--- src/charge_seq_pkg.sv ---
// Constants, register map and state encoding of the charge state sequencer
// Behaviour
// - Short suspend returns to short stage when temperature is fine or thermistor off
// - Low-battery timer freezes in short and precondition suspend, then resumes
// - Every temperature-suspend state blinks the status pin with one-second period
// - Precondition current is the 4-bit precharge percentage, 5 to 20 percent
// - Precondition entered after voltage above short threshold for 16 ms
// - Fast charge entered after voltage above low threshold for 16 ms in precondition
// - Low-battery timer accumulates over short and precondition, 2 hours, then fault
// - Battery OV, input UV/OV or unmasked regulator fault forces fault state from short, precondition, fast or full
// - Precondition suspend only from precondition; no charging; returns on recovery
// - Current below termination over 750 ms with termination off goes to full
// - Fast charge uses constant current below target, constant voltage at it
// - Regulation voltage is an 11-bit field across two registers
// - Fast current is a 7-bit percentage of resistor full scale
// - Termination current is a 4-bit field beside the precharge field
// - Fast entry clears low timer; fast timer 30 min to 16 h, expiry faults
// - Voltage below low threshold for 16 ms in fast charge returns to precondition
// - Fast suspend only from fast; fast timer freezes and resumes on return
// - Full returns to fast on current above termination or low voltage for 16 ms
// - Charge full clears both timers and releases the status pin
// - Full suspend only from full, keeps fast timer at zero, returns to full
// - Termination supplies no current, recharges when voltage drops below threshold
// - Status pin driven low in precondition and fast charge
// - Current below termination over 750 ms with termination on goes to termination
package charge_seq_pkg;
	// Register offsets
	localparam logic [7:0] VOLT_A_OFF = 8'h11;
	localparam logic [7:0] VOLT_B_OFF = 8'h12;
	localparam logic [7:0] FAST_PCT_OFF = 8'h18;
	localparam logic [7:0] PRE_TERM_OFF = 8'h19;
	localparam logic [7:0] TIMER_CFG_OFF = 8'h1B;
	localparam logic [7:0] STATUS_OFF = 8'h1C;
	// Field positions
	localparam int PRE_LSB = 4;
	localparam int TERM_LSB = 0;
	localparam int VOLT_B_BITS = 3;
	// Reset values
	localparam logic [7:0] VOLT_A_RST = 8'h00;
	localparam logic [7:0] VOLT_B_RST = 8'h00;
	localparam logic [6:0] FAST_PCT_RST = 7'h64;
	localparam logic [3:0] PRE_CODE_RST = 4'h5;
	localparam logic [3:0] TERM_CODE_RST = 4'h2;
	localparam logic [4:0] FC_CODE_RST = 5'h0F;
	// Precharge percent is base plus code
	localparam logic [4:0] PRE_PCT_BASE = 5'h05;
	// Timing
	localparam int CLK_HZ = 50_000_000;
	localparam int QUAL_MS = 16;
	localparam int TERM_QUAL_MS = 750;
	localparam int HALF_SEC_MS = 500;
	localparam int CYC_PER_MS = CLK_HZ / 1000;
	localparam int QUAL_CYC = QUAL_MS * CYC_PER_MS;
	localparam int TERM_QUAL_CYC = TERM_QUAL_MS * CYC_PER_MS + 1;
	localparam int HALF_SEC_CYC = HALF_SEC_MS * CYC_PER_MS;
	localparam int LOWBAT_LIMIT_S = 2 * 3600;
	localparam int FC_STEP_S = 30 * 60;
	// One-hot states
	typedef enum logic [9:0] {
		SHORT_ST = 10'h001,
		SHORT_SUSP_ST = 10'h002,
		PRE_ST = 10'h004,
		PRE_SUSP_ST = 10'h008,
		FAST_ST = 10'h010,
		FAST_SUSP_ST = 10'h020,
		FULL_ST = 10'h040,
		FULL_SUSP_ST = 10'h080,
		TERM_ST = 10'h100,
		FAULT_ST = 10'h200
	} chg_state_t;
endpackage : charge_seq_pkg

--- src/qual_delay.sv ---
// Qualification delay: condition must hold continuously for a cycle count
`timescale 1ns/1ps
`default_nettype none
module qual_delay #(
	parameter int LIMIT = 800_000,
	parameter int CNT_W = 32
) (
	input wire logic clk_i,
	input wire logic arst_n_i,
	input wire logic en_i,
	input wire logic cond_i,
	output logic met_o
);
	logic [CNT_W-1:0] cnt_r;
	wire logic hold = en_i & cond_i;
	wire logic at_limit = (cnt_r == CNT_W'(LIMIT));

	// Restart from zero on any lapse, saturate at the limit
	always_ff @(posedge clk_i or negedge arst_n_i) begin
		if (!arst_n_i) begin
			cnt_r <= '0;
		end else if (!hold) begin
			cnt_r <= '0;
		end else if (!at_limit) begin
			cnt_r <= cnt_r + CNT_W'(1);
		end
	end

	assign met_o = hold & at_limit;
endmodule : qual_delay
`default_nettype wire

--- src/charge_seq.sv ---
// Charge state sequencer: states, safety timers, status pin and settings registers
`timescale 1ns/1ps
`default_nettype none
module charge_seq import charge_seq_pkg::*; #(
	parameter int QUAL_CYCLES = QUAL_CYC,
	parameter int TERM_QUAL_CYCLES = TERM_QUAL_CYC,
	parameter int HALF_SEC_CYCLES = HALF_SEC_CYC
) (
	input wire logic clk_i,
	input wire logic arst_n_i,
	input wire logic [7:0] reg_addr_i,
	input wire logic [7:0] reg_wdata_i,
	input wire logic reg_wr_i,
	output logic [7:0] reg_rdata_o,
	input wire logic vbat_above_short_i,
	input wire logic vbat_above_low_i,
	input wire logic vbat_below_good_i,
	input wire logic vbat_at_reg_i,
	input wire logic vbat_below_recharge_i,
	input wire logic constant_charge_current_below_term_i,
	input wire logic temp_ok_i,
	input wire logic thermistor_input_en_i,
	input wire logic term_enable_i,
	input wire logic vbat_ov_i,
	input wire logic vin_fault_i,
	input wire logic aux_regulator_fault_i,
	input wire logic charge_regulator_fault_mask_i,
	output logic [9:0] state_o,
	output logic charge_on_o,
	output logic cv_mode_o,
	output logic [6:0] current_pct_o,
	output logic [3:0] termination_current_o,
	output logic [10:0] charge_voltage_setting_o,
	output logic charge_status_out_o,
	output logic charge_status_out_oe_n_o,
	output logic [12:0] lowbat_timer_o,
	output logic [15:0] fast_timer_o
);
	chg_state_t state_r, state_nxt;
	logic [7:0] volt_a_r, volt_b_r, pre_term_r;
	logic [6:0] fast_pct_r;
	logic [4:0] fc_code_r;
	logic [24:0] div_r;
	logic blink_r;
	logic [12:0] low_t_r;
	logic [15:0] fast_t_r;
	logic cv_r;

	// Precondition current: fast percent scaled by precharge percent
	function automatic logic [6:0] pre_pct(input logic [6:0] fast, input logic [3:0] code);
		logic [11:0] prod;
		prod = 12'(fast) * 12'(PRE_PCT_BASE + 5'(code));
		return 7'(prod / 12'd100);
	endfunction : pre_pct

	// Register writes from the serial port
	always_ff @(posedge clk_i or negedge arst_n_i) begin
		if (!arst_n_i) begin
			volt_a_r <= VOLT_A_RST;
			volt_b_r <= VOLT_B_RST;
			fast_pct_r <= FAST_PCT_RST;
			pre_term_r <= {PRE_CODE_RST, TERM_CODE_RST};
			fc_code_r <= FC_CODE_RST;
		end else if (reg_wr_i) begin
			unique case (reg_addr_i)
				VOLT_A_OFF: volt_a_r <= reg_wdata_i;
				VOLT_B_OFF: volt_b_r <= {5'h00, reg_wdata_i[VOLT_B_BITS-1:0]};
				FAST_PCT_OFF: fast_pct_r <= reg_wdata_i[6:0];
				PRE_TERM_OFF: pre_term_r <= reg_wdata_i;
				TIMER_CFG_OFF: fc_code_r <= reg_wdata_i[4:0];
				default: ;
			endcase
		end
	end

	// Read mux; status register shows the state index
	// One-hot state to its index; a loop avoids a non-constant $clog2
	function automatic logic [3:0] state_index(input logic [9:0] s);
		logic [3:0] idx;
		idx = 4'h0;
		for (int i = 0; i < 10; i++) begin
			if (s[i]) idx = 4'(i);
		end
		return idx;
	endfunction : state_index
	wire logic [3:0] state_idx = state_index(state_r);
	always_comb begin
		unique case (reg_addr_i)
			VOLT_A_OFF: reg_rdata_o = volt_a_r;
			VOLT_B_OFF: reg_rdata_o = volt_b_r;
			FAST_PCT_OFF: reg_rdata_o = {1'b0, fast_pct_r};
			PRE_TERM_OFF: reg_rdata_o = pre_term_r;
			TIMER_CFG_OFF: reg_rdata_o = {3'h0, fc_code_r};
			STATUS_OFF: reg_rdata_o = {4'h0, state_idx};
			default: reg_rdata_o = 8'h00;
		endcase
	end

	// Field decode
	wire logic [3:0] pre_code = pre_term_r[PRE_LSB+3:PRE_LSB];
	wire logic [3:0] term_code = pre_term_r[TERM_LSB+3:TERM_LSB];
	wire logic [15:0] fc_limit = 16'((int'(fc_code_r) + 1) * FC_STEP_S);

	// Half-second divider; a second elapses every other half tick
	wire logic half_tick = (div_r == 25'(HALF_SEC_CYCLES - 1));
	wire logic sec_tick = half_tick & blink_r;
	always_ff @(posedge clk_i or negedge arst_n_i) begin
		if (!arst_n_i) begin
			div_r <= '0;
			blink_r <= 1'b0;
		end else begin
			div_r <= half_tick ? '0 : div_r + 25'(1);
			blink_r <= blink_r ^ half_tick;
		end
	end

	// State decode
	wire logic in_short = (state_r == SHORT_ST);
	wire logic in_pre = (state_r == PRE_ST);
	wire logic in_fast = (state_r == FAST_ST);
	wire logic in_full = (state_r == FULL_ST);
	wire logic in_susp = state_r inside {SHORT_SUSP_ST, PRE_SUSP_ST, FAST_SUSP_ST, FULL_SUSP_ST};

	// Condition qualifiers
	logic q_short, q_low_up, q_low_dn, q_term, q_cur_up, q_good_dn;
	qual_delay #(.LIMIT(QUAL_CYCLES)) u_q_short (.clk_i(clk_i), .arst_n_i(arst_n_i),
		.en_i(in_short), .cond_i(vbat_above_short_i), .met_o(q_short));
	qual_delay #(.LIMIT(QUAL_CYCLES)) u_q_low_up (.clk_i(clk_i), .arst_n_i(arst_n_i),
		.en_i(in_pre), .cond_i(vbat_above_low_i), .met_o(q_low_up));
	qual_delay #(.LIMIT(QUAL_CYCLES)) u_q_low_dn (.clk_i(clk_i), .arst_n_i(arst_n_i),
		.en_i(in_fast), .cond_i(!vbat_above_low_i), .met_o(q_low_dn));
	qual_delay #(.LIMIT(TERM_QUAL_CYCLES)) u_q_term (.clk_i(clk_i), .arst_n_i(arst_n_i),
		.en_i(in_fast), .cond_i(constant_charge_current_below_term_i), .met_o(q_term));
	qual_delay #(.LIMIT(QUAL_CYCLES)) u_q_cur_up (.clk_i(clk_i), .arst_n_i(arst_n_i),
		.en_i(in_full), .cond_i(!constant_charge_current_below_term_i), .met_o(q_cur_up));
	qual_delay #(.LIMIT(QUAL_CYCLES)) u_q_good_dn (.clk_i(clk_i), .arst_n_i(arst_n_i),
		.en_i(in_full), .cond_i(vbat_below_good_i), .met_o(q_good_dn));

	// Hazards and timer expiry
	wire logic temp_bad = thermistor_input_en_i & !temp_ok_i;
	wire logic hw_fault = vbat_ov_i | vin_fault_i
		| (aux_regulator_fault_i & !charge_regulator_fault_mask_i);
	wire logic low_exp = (low_t_r >= 13'(LOWBAT_LIMIT_S));
	wire logic fast_exp = (fast_t_r >= fc_limit);

	// Next state: faults first, then temperature, then qualified moves
	always_comb begin
		state_nxt = state_r;
		unique case (state_r)
			SHORT_ST: begin
				if (hw_fault || low_exp) state_nxt = FAULT_ST;
				else if (temp_bad) state_nxt = SHORT_SUSP_ST;
				else if (q_short) state_nxt = PRE_ST;
			end
			SHORT_SUSP_ST: if (!temp_bad) state_nxt = SHORT_ST;
			PRE_ST: begin
				if (hw_fault || low_exp) state_nxt = FAULT_ST;
				else if (temp_bad) state_nxt = PRE_SUSP_ST;
				else if (q_low_up) state_nxt = FAST_ST;
			end
			PRE_SUSP_ST: if (!temp_bad) state_nxt = PRE_ST;
			FAST_ST: begin
				if (hw_fault || fast_exp) state_nxt = FAULT_ST;
				else if (temp_bad) state_nxt = FAST_SUSP_ST;
				else if (q_low_dn) state_nxt = PRE_ST;
				else if (q_term) state_nxt = term_enable_i ? TERM_ST : FULL_ST;
			end
			FAST_SUSP_ST: if (!temp_bad) state_nxt = FAST_ST;
			FULL_ST: begin
				if (hw_fault) state_nxt = FAULT_ST;
				else if (temp_bad) state_nxt = FULL_SUSP_ST;
				else if (q_cur_up || q_good_dn) state_nxt = FAST_ST;
			end
			FULL_SUSP_ST: if (!temp_bad) state_nxt = FULL_ST;
			TERM_ST: if (vbat_below_recharge_i) state_nxt = FAST_ST;
			FAULT_ST: state_nxt = FAULT_ST;
			default: state_nxt = FAULT_ST;
		endcase
	end

	always_ff @(posedge clk_i or negedge arst_n_i) begin
		if (!arst_n_i) state_r <= SHORT_ST;
		else state_r <= state_nxt;
	end

	// Low-battery timer: counts in short and precondition, frozen in their
	// suspends and in fault, cleared on the very edge that enters fast charge
	always_ff @(posedge clk_i or negedge arst_n_i) begin
		if (!arst_n_i) begin
			low_t_r <= '0;
		end else if (state_nxt inside {FAST_ST, FAST_SUSP_ST, FULL_ST, FULL_SUSP_ST, TERM_ST}) begin
			low_t_r <= '0;
		end else if (in_short || in_pre) begin // Suspends hold the count
			if (sec_tick && !low_exp) low_t_r <= low_t_r + 13'(1);
		end
	end

	// Fast timer: runs in fast charge, frozen in its suspend and in fault,
	// cleared on the edge that leaves for any other state so a return from
	// full starts a fresh window
	always_ff @(posedge clk_i or negedge arst_n_i) begin
		if (!arst_n_i) begin
			fast_t_r <= '0;
		end else if (!(state_nxt inside {FAST_ST, FAST_SUSP_ST, FAULT_ST})) begin
			fast_t_r <= '0;
		end else if (in_fast) begin // Suspend holds the count
			if (sec_tick && !fast_exp) fast_t_r <= fast_t_r + 16'(1);
		end
	end

	// Regulation mode: constant voltage only while at target in fast charge or full
	always_ff @(posedge clk_i or negedge arst_n_i) begin
		if (!arst_n_i) cv_r <= 1'b0;
		else cv_r <= (in_fast || in_full) && vbat_at_reg_i;
	end

	// Outputs; suspends, termination and fault supply no current
	assign state_o = state_r;
	assign charge_on_o = in_short || in_pre || in_fast || in_full;
	assign cv_mode_o = cv_r;
	assign current_pct_o = in_pre ? pre_pct(fast_pct_r, pre_code) : fast_pct_r;
	assign termination_current_o = term_code;
	assign charge_voltage_setting_o = {volt_b_r[VOLT_B_BITS-1:0], volt_a_r};
	assign lowbat_timer_o = low_t_r;
	assign fast_timer_o = fast_t_r;

	// Open-drain status pin: low while charging, blinking on suspend or fault,
	// released when full or terminated. Blink relies on blink_r never resetting
	// mid-state, so the phase may be anywhere on suspend entry.
	assign charge_status_out_o = 1'b0;
	assign charge_status_out_oe_n_o = (in_short || in_pre || in_fast) ? 1'b0
		: (in_susp || state_r == FAULT_ST) ? blink_r
		: 1'b1;
endmodule : charge_seq
`default_nettype wire

--- config.mk ---
export PLATFORM = sky130hd
export DESIGN_NAME = charge_seq
export DESIGN_NICKNAME = d
export VERILOG_FILES = /design/src/charge_seq_pkg.sv /design/src/qual_delay.sv /design/src/charge_seq.sv
export SDC_FILE = /design/constraint.sdc
export NUM_CORES = 1
export LEC_CHECK = 0
export BUFFER_PORTS_ARGS = -buffer_cell sky130_fd_sc_hd__buf_2
export CAP_MARGIN = 10
export CORE_MARGIN = 2
export CORE_UTILIZATION = 33
export DETAILED_ROUTE_END_ITERATION = 16
export PLACE_DENSITY_LB_ADDON = 0.08
export SYNTH_ARGS = -nofsm -noshare
export SYNTH_HDL_FRONTEND = slang
export SYNTH_HIERARCHICAL = 1
export SYNTH_SLANG_ARGS = --single-unit
--- constraint.sdc ---
create_clock -name clk_i -period 6.9 [get_ports clk_i]
set_input_delay 0.345 -clock clk_i [delete_from_list [all_inputs] [get_ports clk_i]]
set_output_delay 0.345 -clock clk_i [all_outputs]
set_load 0.01 [all_outputs]
==> impl_results.md, run 1 <==
- DRT Wirelength: 51670 um
- GRT Overall Usage: 17.34%
- Status: finished with violations
- Post-Place Cells: 2963
- R2R Setup Slk: 900 ps
- Clock Path Buffers: 3
- DRC viols: 0
- I/O Pins: 105
- Vias per cell: 5.368
- Arrival @ worst endpoint: 7460 ps
- Startpoint Class: flip-flop
- FF-to-FF End: lowbat_timer_o[3]
- Hold Crit Depth: 2
- Share of layout cells above drive strength 1: 19.79%
- FF-to-FF Start: fc_code_r[0]
- Final instance area: 22830 sq um
- Pin count of the biggest net entering global routing: 123
- Site Rows: 88
- Worst-Skew Late Latency: 560 ps
- Worst setup EP type: output port
- Cell area after synthesis: 19130 sq um
- Pre-CTS setup slack: -593.5 ps
- Initial core utilization: 33.28%
- Grt ovf: 0
- Initial antenna violation count: 0
- Slew HR: 26.91%
- Main combinational cell family by area after synthesis: simple AND/OR/NAND/NOR gates
- Placer Congestion: 0.8351
- Unrepaired setup endpoints after global routing: true
- Hold_ws: 54.19 ps
- Highest Clock Rate: 128.1 MHz
- Fin cells: 3049
- R2R cell count: 21
- Hold Startpoint: reg_wdata_i[7]
- Clock sink count: 289
- Drt initial violations: 712
- Register bit total from synthesis: 289
- CP required: 6550 ps
- Final Cycle Share: 113.1%
- # H-tree levels: 2
- Buf+Inv Stages, Crit Path: 3
- Minimum clock period: 7807 ps
- Post-synthesis compound-gate area fraction: 14.62%
- Post-synthesis simple-gate area fraction: 27.26%
- DR pass1 iterations: 5
- Crit path max fanout: 6
- Crit Path Class: reg -> out
- Hpwl dp: 36710 um
- Post-placement cell area: 21130 sq um
- YS warnings: 6
- Most frequent CP cell: fa_1
- Ys flop type: dfrtp_1
- Most common cell in the netlist: dfrtp_1
- Post-Synth XOR/XNOR Area: 6.220%
- Total number of vias: 16367
- Largest stage delay on the critical path: 580 ps
- Violated checks: negative setup slack
- Syn-to-layout area delta: 19.33%
- DRT antenna net count: 0
- Mux cell area share after synthesis: 2.682%
- Routed length per instance: 16.95 um
- CTS tree: done
- Die ar.: 59910 sq um
- Final core utilization: 39.72%
- Leak: 9.626 nW
- Pwr Density: 180.0 nW/um^2
- Async SR Flop Fraction: 100.0%
- Yosys cell types: 103
- Final Hold Viols: 0
- Fin. max-slew vios: 0
- Area of the multi-input gates: 11460 sq um
- Mapped Cells: 2074
- Nets: 2376
- Number of buffers created by CTS: 39
- Worst Hold Path EP: volt_a_r[7]
- Fillers: 5857
- Register area: 7246 sq um
- Setup ws final: -907.1 ps
- Max Cap Viol: 0
- Core area: 57480 sq um
- Global-route wire length before repair: 86110 um
- CTS clk-pin slew, worst paths: 60 ps
- Adder-Cell Fraction of Synth Area: 6.750%
- Vias in the first global route: 16334
- Slew @ Worst Pin: 1094 ps
- Part of the Yosys area used for sequential elements: 37.88%
- I/O Buffers: 103
- Root buf cell: clkbuf_16
- Post-synth EDFFs: 0
- Setup_tns: -1802 ps
- Final count of negative-setup-slack endpoints: 3
- Clock Skews: 18.88 ps
- Antenna Cells: 0
- Die Wd: 244.8 um
- Pwr Total: 4.110 mW
- Critical-path cell with the highest stage delay: dfstp_2
- Avg Inst Size Synth: 9.224 sq um
- Synth top area cells: dfrtp_1 (36%), ha_1 (4.7%), xor2_1 (3.8%), a21oi_1 (3.7%), nor2_1 (3.3%)
- Family with the most delay on the worst path: compound AO/OA/AOI/OAI gates
- Hold Crit Class: in -> reg
- Die Ht: 244.8 um
- Synth top area share: 36.37%
- Synth cell count leaders: dfrtp_1 (278), nor2_1 (169), nand2_1 (145)
- Cell taking the most area after synthesis: dfrtp_1
- Peak supply drop: 0.1705 mV
==> cells by family after synthesis <==
logic type / Yosys count
compound gates: 420
buf+inv: 186
mux: 46
other cells: 1
flops: 289
xor+xnor: 135
fa+ha+maj: 92
simple gates: 905
==> registers in the layout, indices dropped and copies added (netlist names) <==
signal             cells
u_q_cur_up/cnt_r      32
u_q_good_dn/cnt_r     32
u_q_low_dn/cnt_r      32
u_q_low_up/cnt_r      32
u_q_short/cnt_r       32
u_q_term/cnt_r        32
div_r                 25
fast_timer_o          16
lowbat_timer_o        13
state_o               10
pre_term_r             8
volt_a_r               8
fast_pct_r             7
fc_code_r              5
volt_b_r               3
blink_r                1
cv_mode_o              1
==> placed cells by master (no fill, tap or decap), types with 38 or more instances in the layout <==
master and count:
ha_1 65, xor2_1 84, buf_4 111, o31ai_1 77, and4_1 38, inv_1 98, dfrtp_1 278, clkbuf_16 40
o21ai_0 65, or4_1 78, xnor2_1 47, a21oi_1 136, buf_2 102, nand2_1 143, nor4_1 43, and2_1 42
nor2_1 165, nand3_1 107, nand4_1 70
==> layer usage <==
layer	GRT usage (%)	routed length [um]	share of wire, %	vias to the layer above
met2	29.02	24440	47	203
met5	0	0	0	-
met3	2.602	1663	3.2	76
met1	23.11	24430	47	8021
li1	-	-	-	8067
met4	5.129	1134	2.2	0
==> worst register-to-register path: stages, from the launching register on <==
cell	delay, ps
dfstp_2	630
ha_1	220
nand3_1	110
xnor2_1	290
ha_1	300
ha_1	280
inv_1	50
fa_1	530
inv_1	40
ha_1	330
a21o_1	190
a21oi_1	170
xor2_1	190
ha_1	250
o21a_1	100
o21ai_0	140
a21oi_1	130
nor4b_1	550
nand2_1	230
o21ai_0	420
or3_1	580
nor2_1	120
==> power by group <==
part	leakage [nW]	switching, mW	internal [mW]
clock network	0.659	0.804	1.30
logic	5.00	0.165	0.123
registers	3.96	0.0137	1.71
==> final cells by class <==
class / count / share of cell area [%]
clock buffers: 57 / 4.972
clock inverters: 15 / 0.8660
inverters: 102 / 1.677
multi-input cells: 1600 / 50.19
flip-flops and latches: 289 / 31.74
well taps: 765 / 4.193
repair buffers: 221 / 6.358
==> how the worst max path moves through the flow <==
| stage | start | to | slack, ps | cells after the start |
|---|---|---|---|---|
| after global routing | pre_term_r[5] | current_pct_o[0] | -1230 | 28 |
| after detailed placement | pre_term_r[4] | current_pct_o[0] | -590 | 26 |
| after global placement | pre_term_r[4] | current_pct_o[0] | -460 | 24 |
| final | pre_term_r[4] | current_pct_o[0] | -910 | 26 |
| after CTS | pre_term_r[4] | current_pct_o[0] | -930 | 27 |
| after floorplan | pre_term_r[4] | current_pct_o[0] | -90 | 26 |
==> what timing repair did <==
action | 4_1_cts | 5_1_grt
hold buffers | 3 | 0
setup endpoints to repair | 4 | 4
pin swaps | 10 | 10
resized for setup | 26 | 19
gates cloned | 0 | 0
endpoints found under the hold margin | 104 | 0
setup buffers | 5 | 6
(Power assumes the default switching activity.)
==> run 2, diff against run 1 <==
Settings changed: MAX_ROUTING_LAYER set to met4, SKIP_LAST_GASP set to 1.
==> run 2 against run 1 <==
Against the previous run: cell count stayed put; flip-flop and latch count stayed put; first-iteration DRC count is 8.7% higher; register-to-register slack better by 50 ps; highest routed layer unchanged; clock skew hardly changed; the flow still finishes with violations (negative setup slack); core utilization hardly changed; maximum frequency hardly changed; largest cell class unchanged.
==> impl_results.md, run 2 (synthesis gave the netlist of run 1 again) <==
- Hpwl dp: 36710 um
- DR pass1 iterations: 5
- Slew HR: 28.26%
- Final instance area: 22820 sq um
- Violated checks: negative setup slack
- Pin count of the biggest net entering global routing: 123
- Fin cells: 3049
- Die Wd: 244.8 um
- Area of the multi-input gates: 11450 sq um
- Total number of vias: 16436
- Initial core utilization: 33.28%
- Buf+Inv Stages, Crit Path: 3
- Final Cycle Share: 113.2%
- Hold Startpoint: reg_wdata_i[7]
- Setup_tns: -1816 ps
- Clock Path Buffers: 3
- CTS tree: done
- Pre-CTS setup slack: -593.5 ps
- Grt ovf: 0
- Startpoint Class: flip-flop
- Initial antenna violation count: 0
- Pwr Total: 4.106 mW
- Site Rows: 88
- Share of layout cells above drive strength 1: 19.70%
- Placer Congestion: 0.8480
- Critical-path cell with the highest stage delay: dfstp_2
- Antenna Cells: 0
- Beginning of the critical path: pre_term_r[4]
- Leak: 9.623 nW
- Clock Skews: 19.24 ps
- Hold_ws: 56.75 ps
- Root buf cell: clkbuf_16
- Final count of negative-setup-slack endpoints: 3
- DRC viols: 0
- Highest Clock Rate: 128.1 MHz
- Core area: 57480 sq um
- CP required: 6550 ps
- Minimum clock period: 7809 ps
- Vias in the first global route: 16338
- Drt initial violations: 774
- Worst-Skew Late Latency: 560 ps
- Die Ht: 244.8 um
- Die ar.: 59910 sq um
- DRT antenna net count: 0
- Most frequent cells in the layout: dfrtp_1 (278), nor2_1 (165), nand2_1 (144)
- Max Cap Viol: 0
- Final core utilization: 39.71%
- Number of buffers created by CTS: 39
- DRT Wirelength: 51660 um
- CTS clk-pin slew, worst paths: 60 ps
- Most common cell after layout, fill and taps aside: dfrtp_1
- Routed length per instance: 16.94 um
- Fin. max-slew vios: 0
- Setup ws final: -909.0 ps
- Arrival @ worst endpoint: 7460 ps
- Register area: 7246 sq um
- Largest stage delay on the critical path: 580 ps
- Global-route wire length before repair: 86160 um
- Vias per cell: 5.391
- Post-placement cell area: 21130 sq um
- Crit Path Class: reg -> out
- Worst setup EP type: output port
- Final Hold Viols: 0
- Syn-to-layout area delta: 19.30%
- Nets: 2376
- Slew @ Worst Pin: 1073 ps
- Fillers: 5859
- Family with the most delay on the worst path: compound AO/OA/AOI/OAI gates
- FF-to-FF Start: fc_code_r[0]
- GRT Overall Usage: 17.86%
- I/O Pins: 105
- Pwr Density: 179.9 nW/um^2
- Peak supply drop: 0.1705 mV
- Crit path max fanout: 6
- Clock sink count: 289
- Hold Crit Class: in -> reg
- Unrepaired setup endpoints after global routing: true
- Post-Place Cells: 2963
- I/O Buffers: 103
- # H-tree levels: 2
- Status: finished with violations
- Most frequent CP cell: fa_1
## run 2: path summary, 6_finish.rpt
check | to | slack, ps | depth (start not counted)
setup / recovery | current_pct_o[0] | -910 | 26
hold / removal | volt_a_r[7] | 60 | 2
setup reg to reg | lowbat_timer_o[3] | 950 | 21
hold reg to reg | div_r[4] | 470 | 1
max in group asynchronous | u_q_short/cnt_r[21] | 5070 | 3
min in group asynchronous | div_r[2] | 450 | 2
## run 2: where the power goes
group          internal, mW  leakage (nW)  switching (mW)
registers              1.71          3.96          0.0138
clock network          1.30         0.659           0.801
logic                 0.123          5.00           0.165
total                  3.13          9.62           0.980
## run 2: final cells by class
type | count | share of cell area (%)
well taps | 765 | 4.194
clock inverters | 15 | 0.8662
clock buffers | 57 | 4.973
repair buffers | 221 | 6.360
flip-flops and latches | 289 | 31.75
multi-input cells | 1600 | 50.18
inverters | 102 | 1.678
## run 2: what timing repair did
item | in CTS | in global routing
endpoints found under the hold margin | 104 | 0
hold buffers | 3 | 0
setup endpoints to repair | 4 | 4
buffers inserted | 5 | 6
resized for setup | 26 | 17
pin swaps | 10 | 10
## run 2: per-layer routing
metal,share of wire [%],vias up,track usage [%]
met5,0,-,-
met4,2.2,0,5.129
met3,3.0,72,2.602
met2,48,181,29.05
met1,47,8104,23.11
li1,-,8079,-
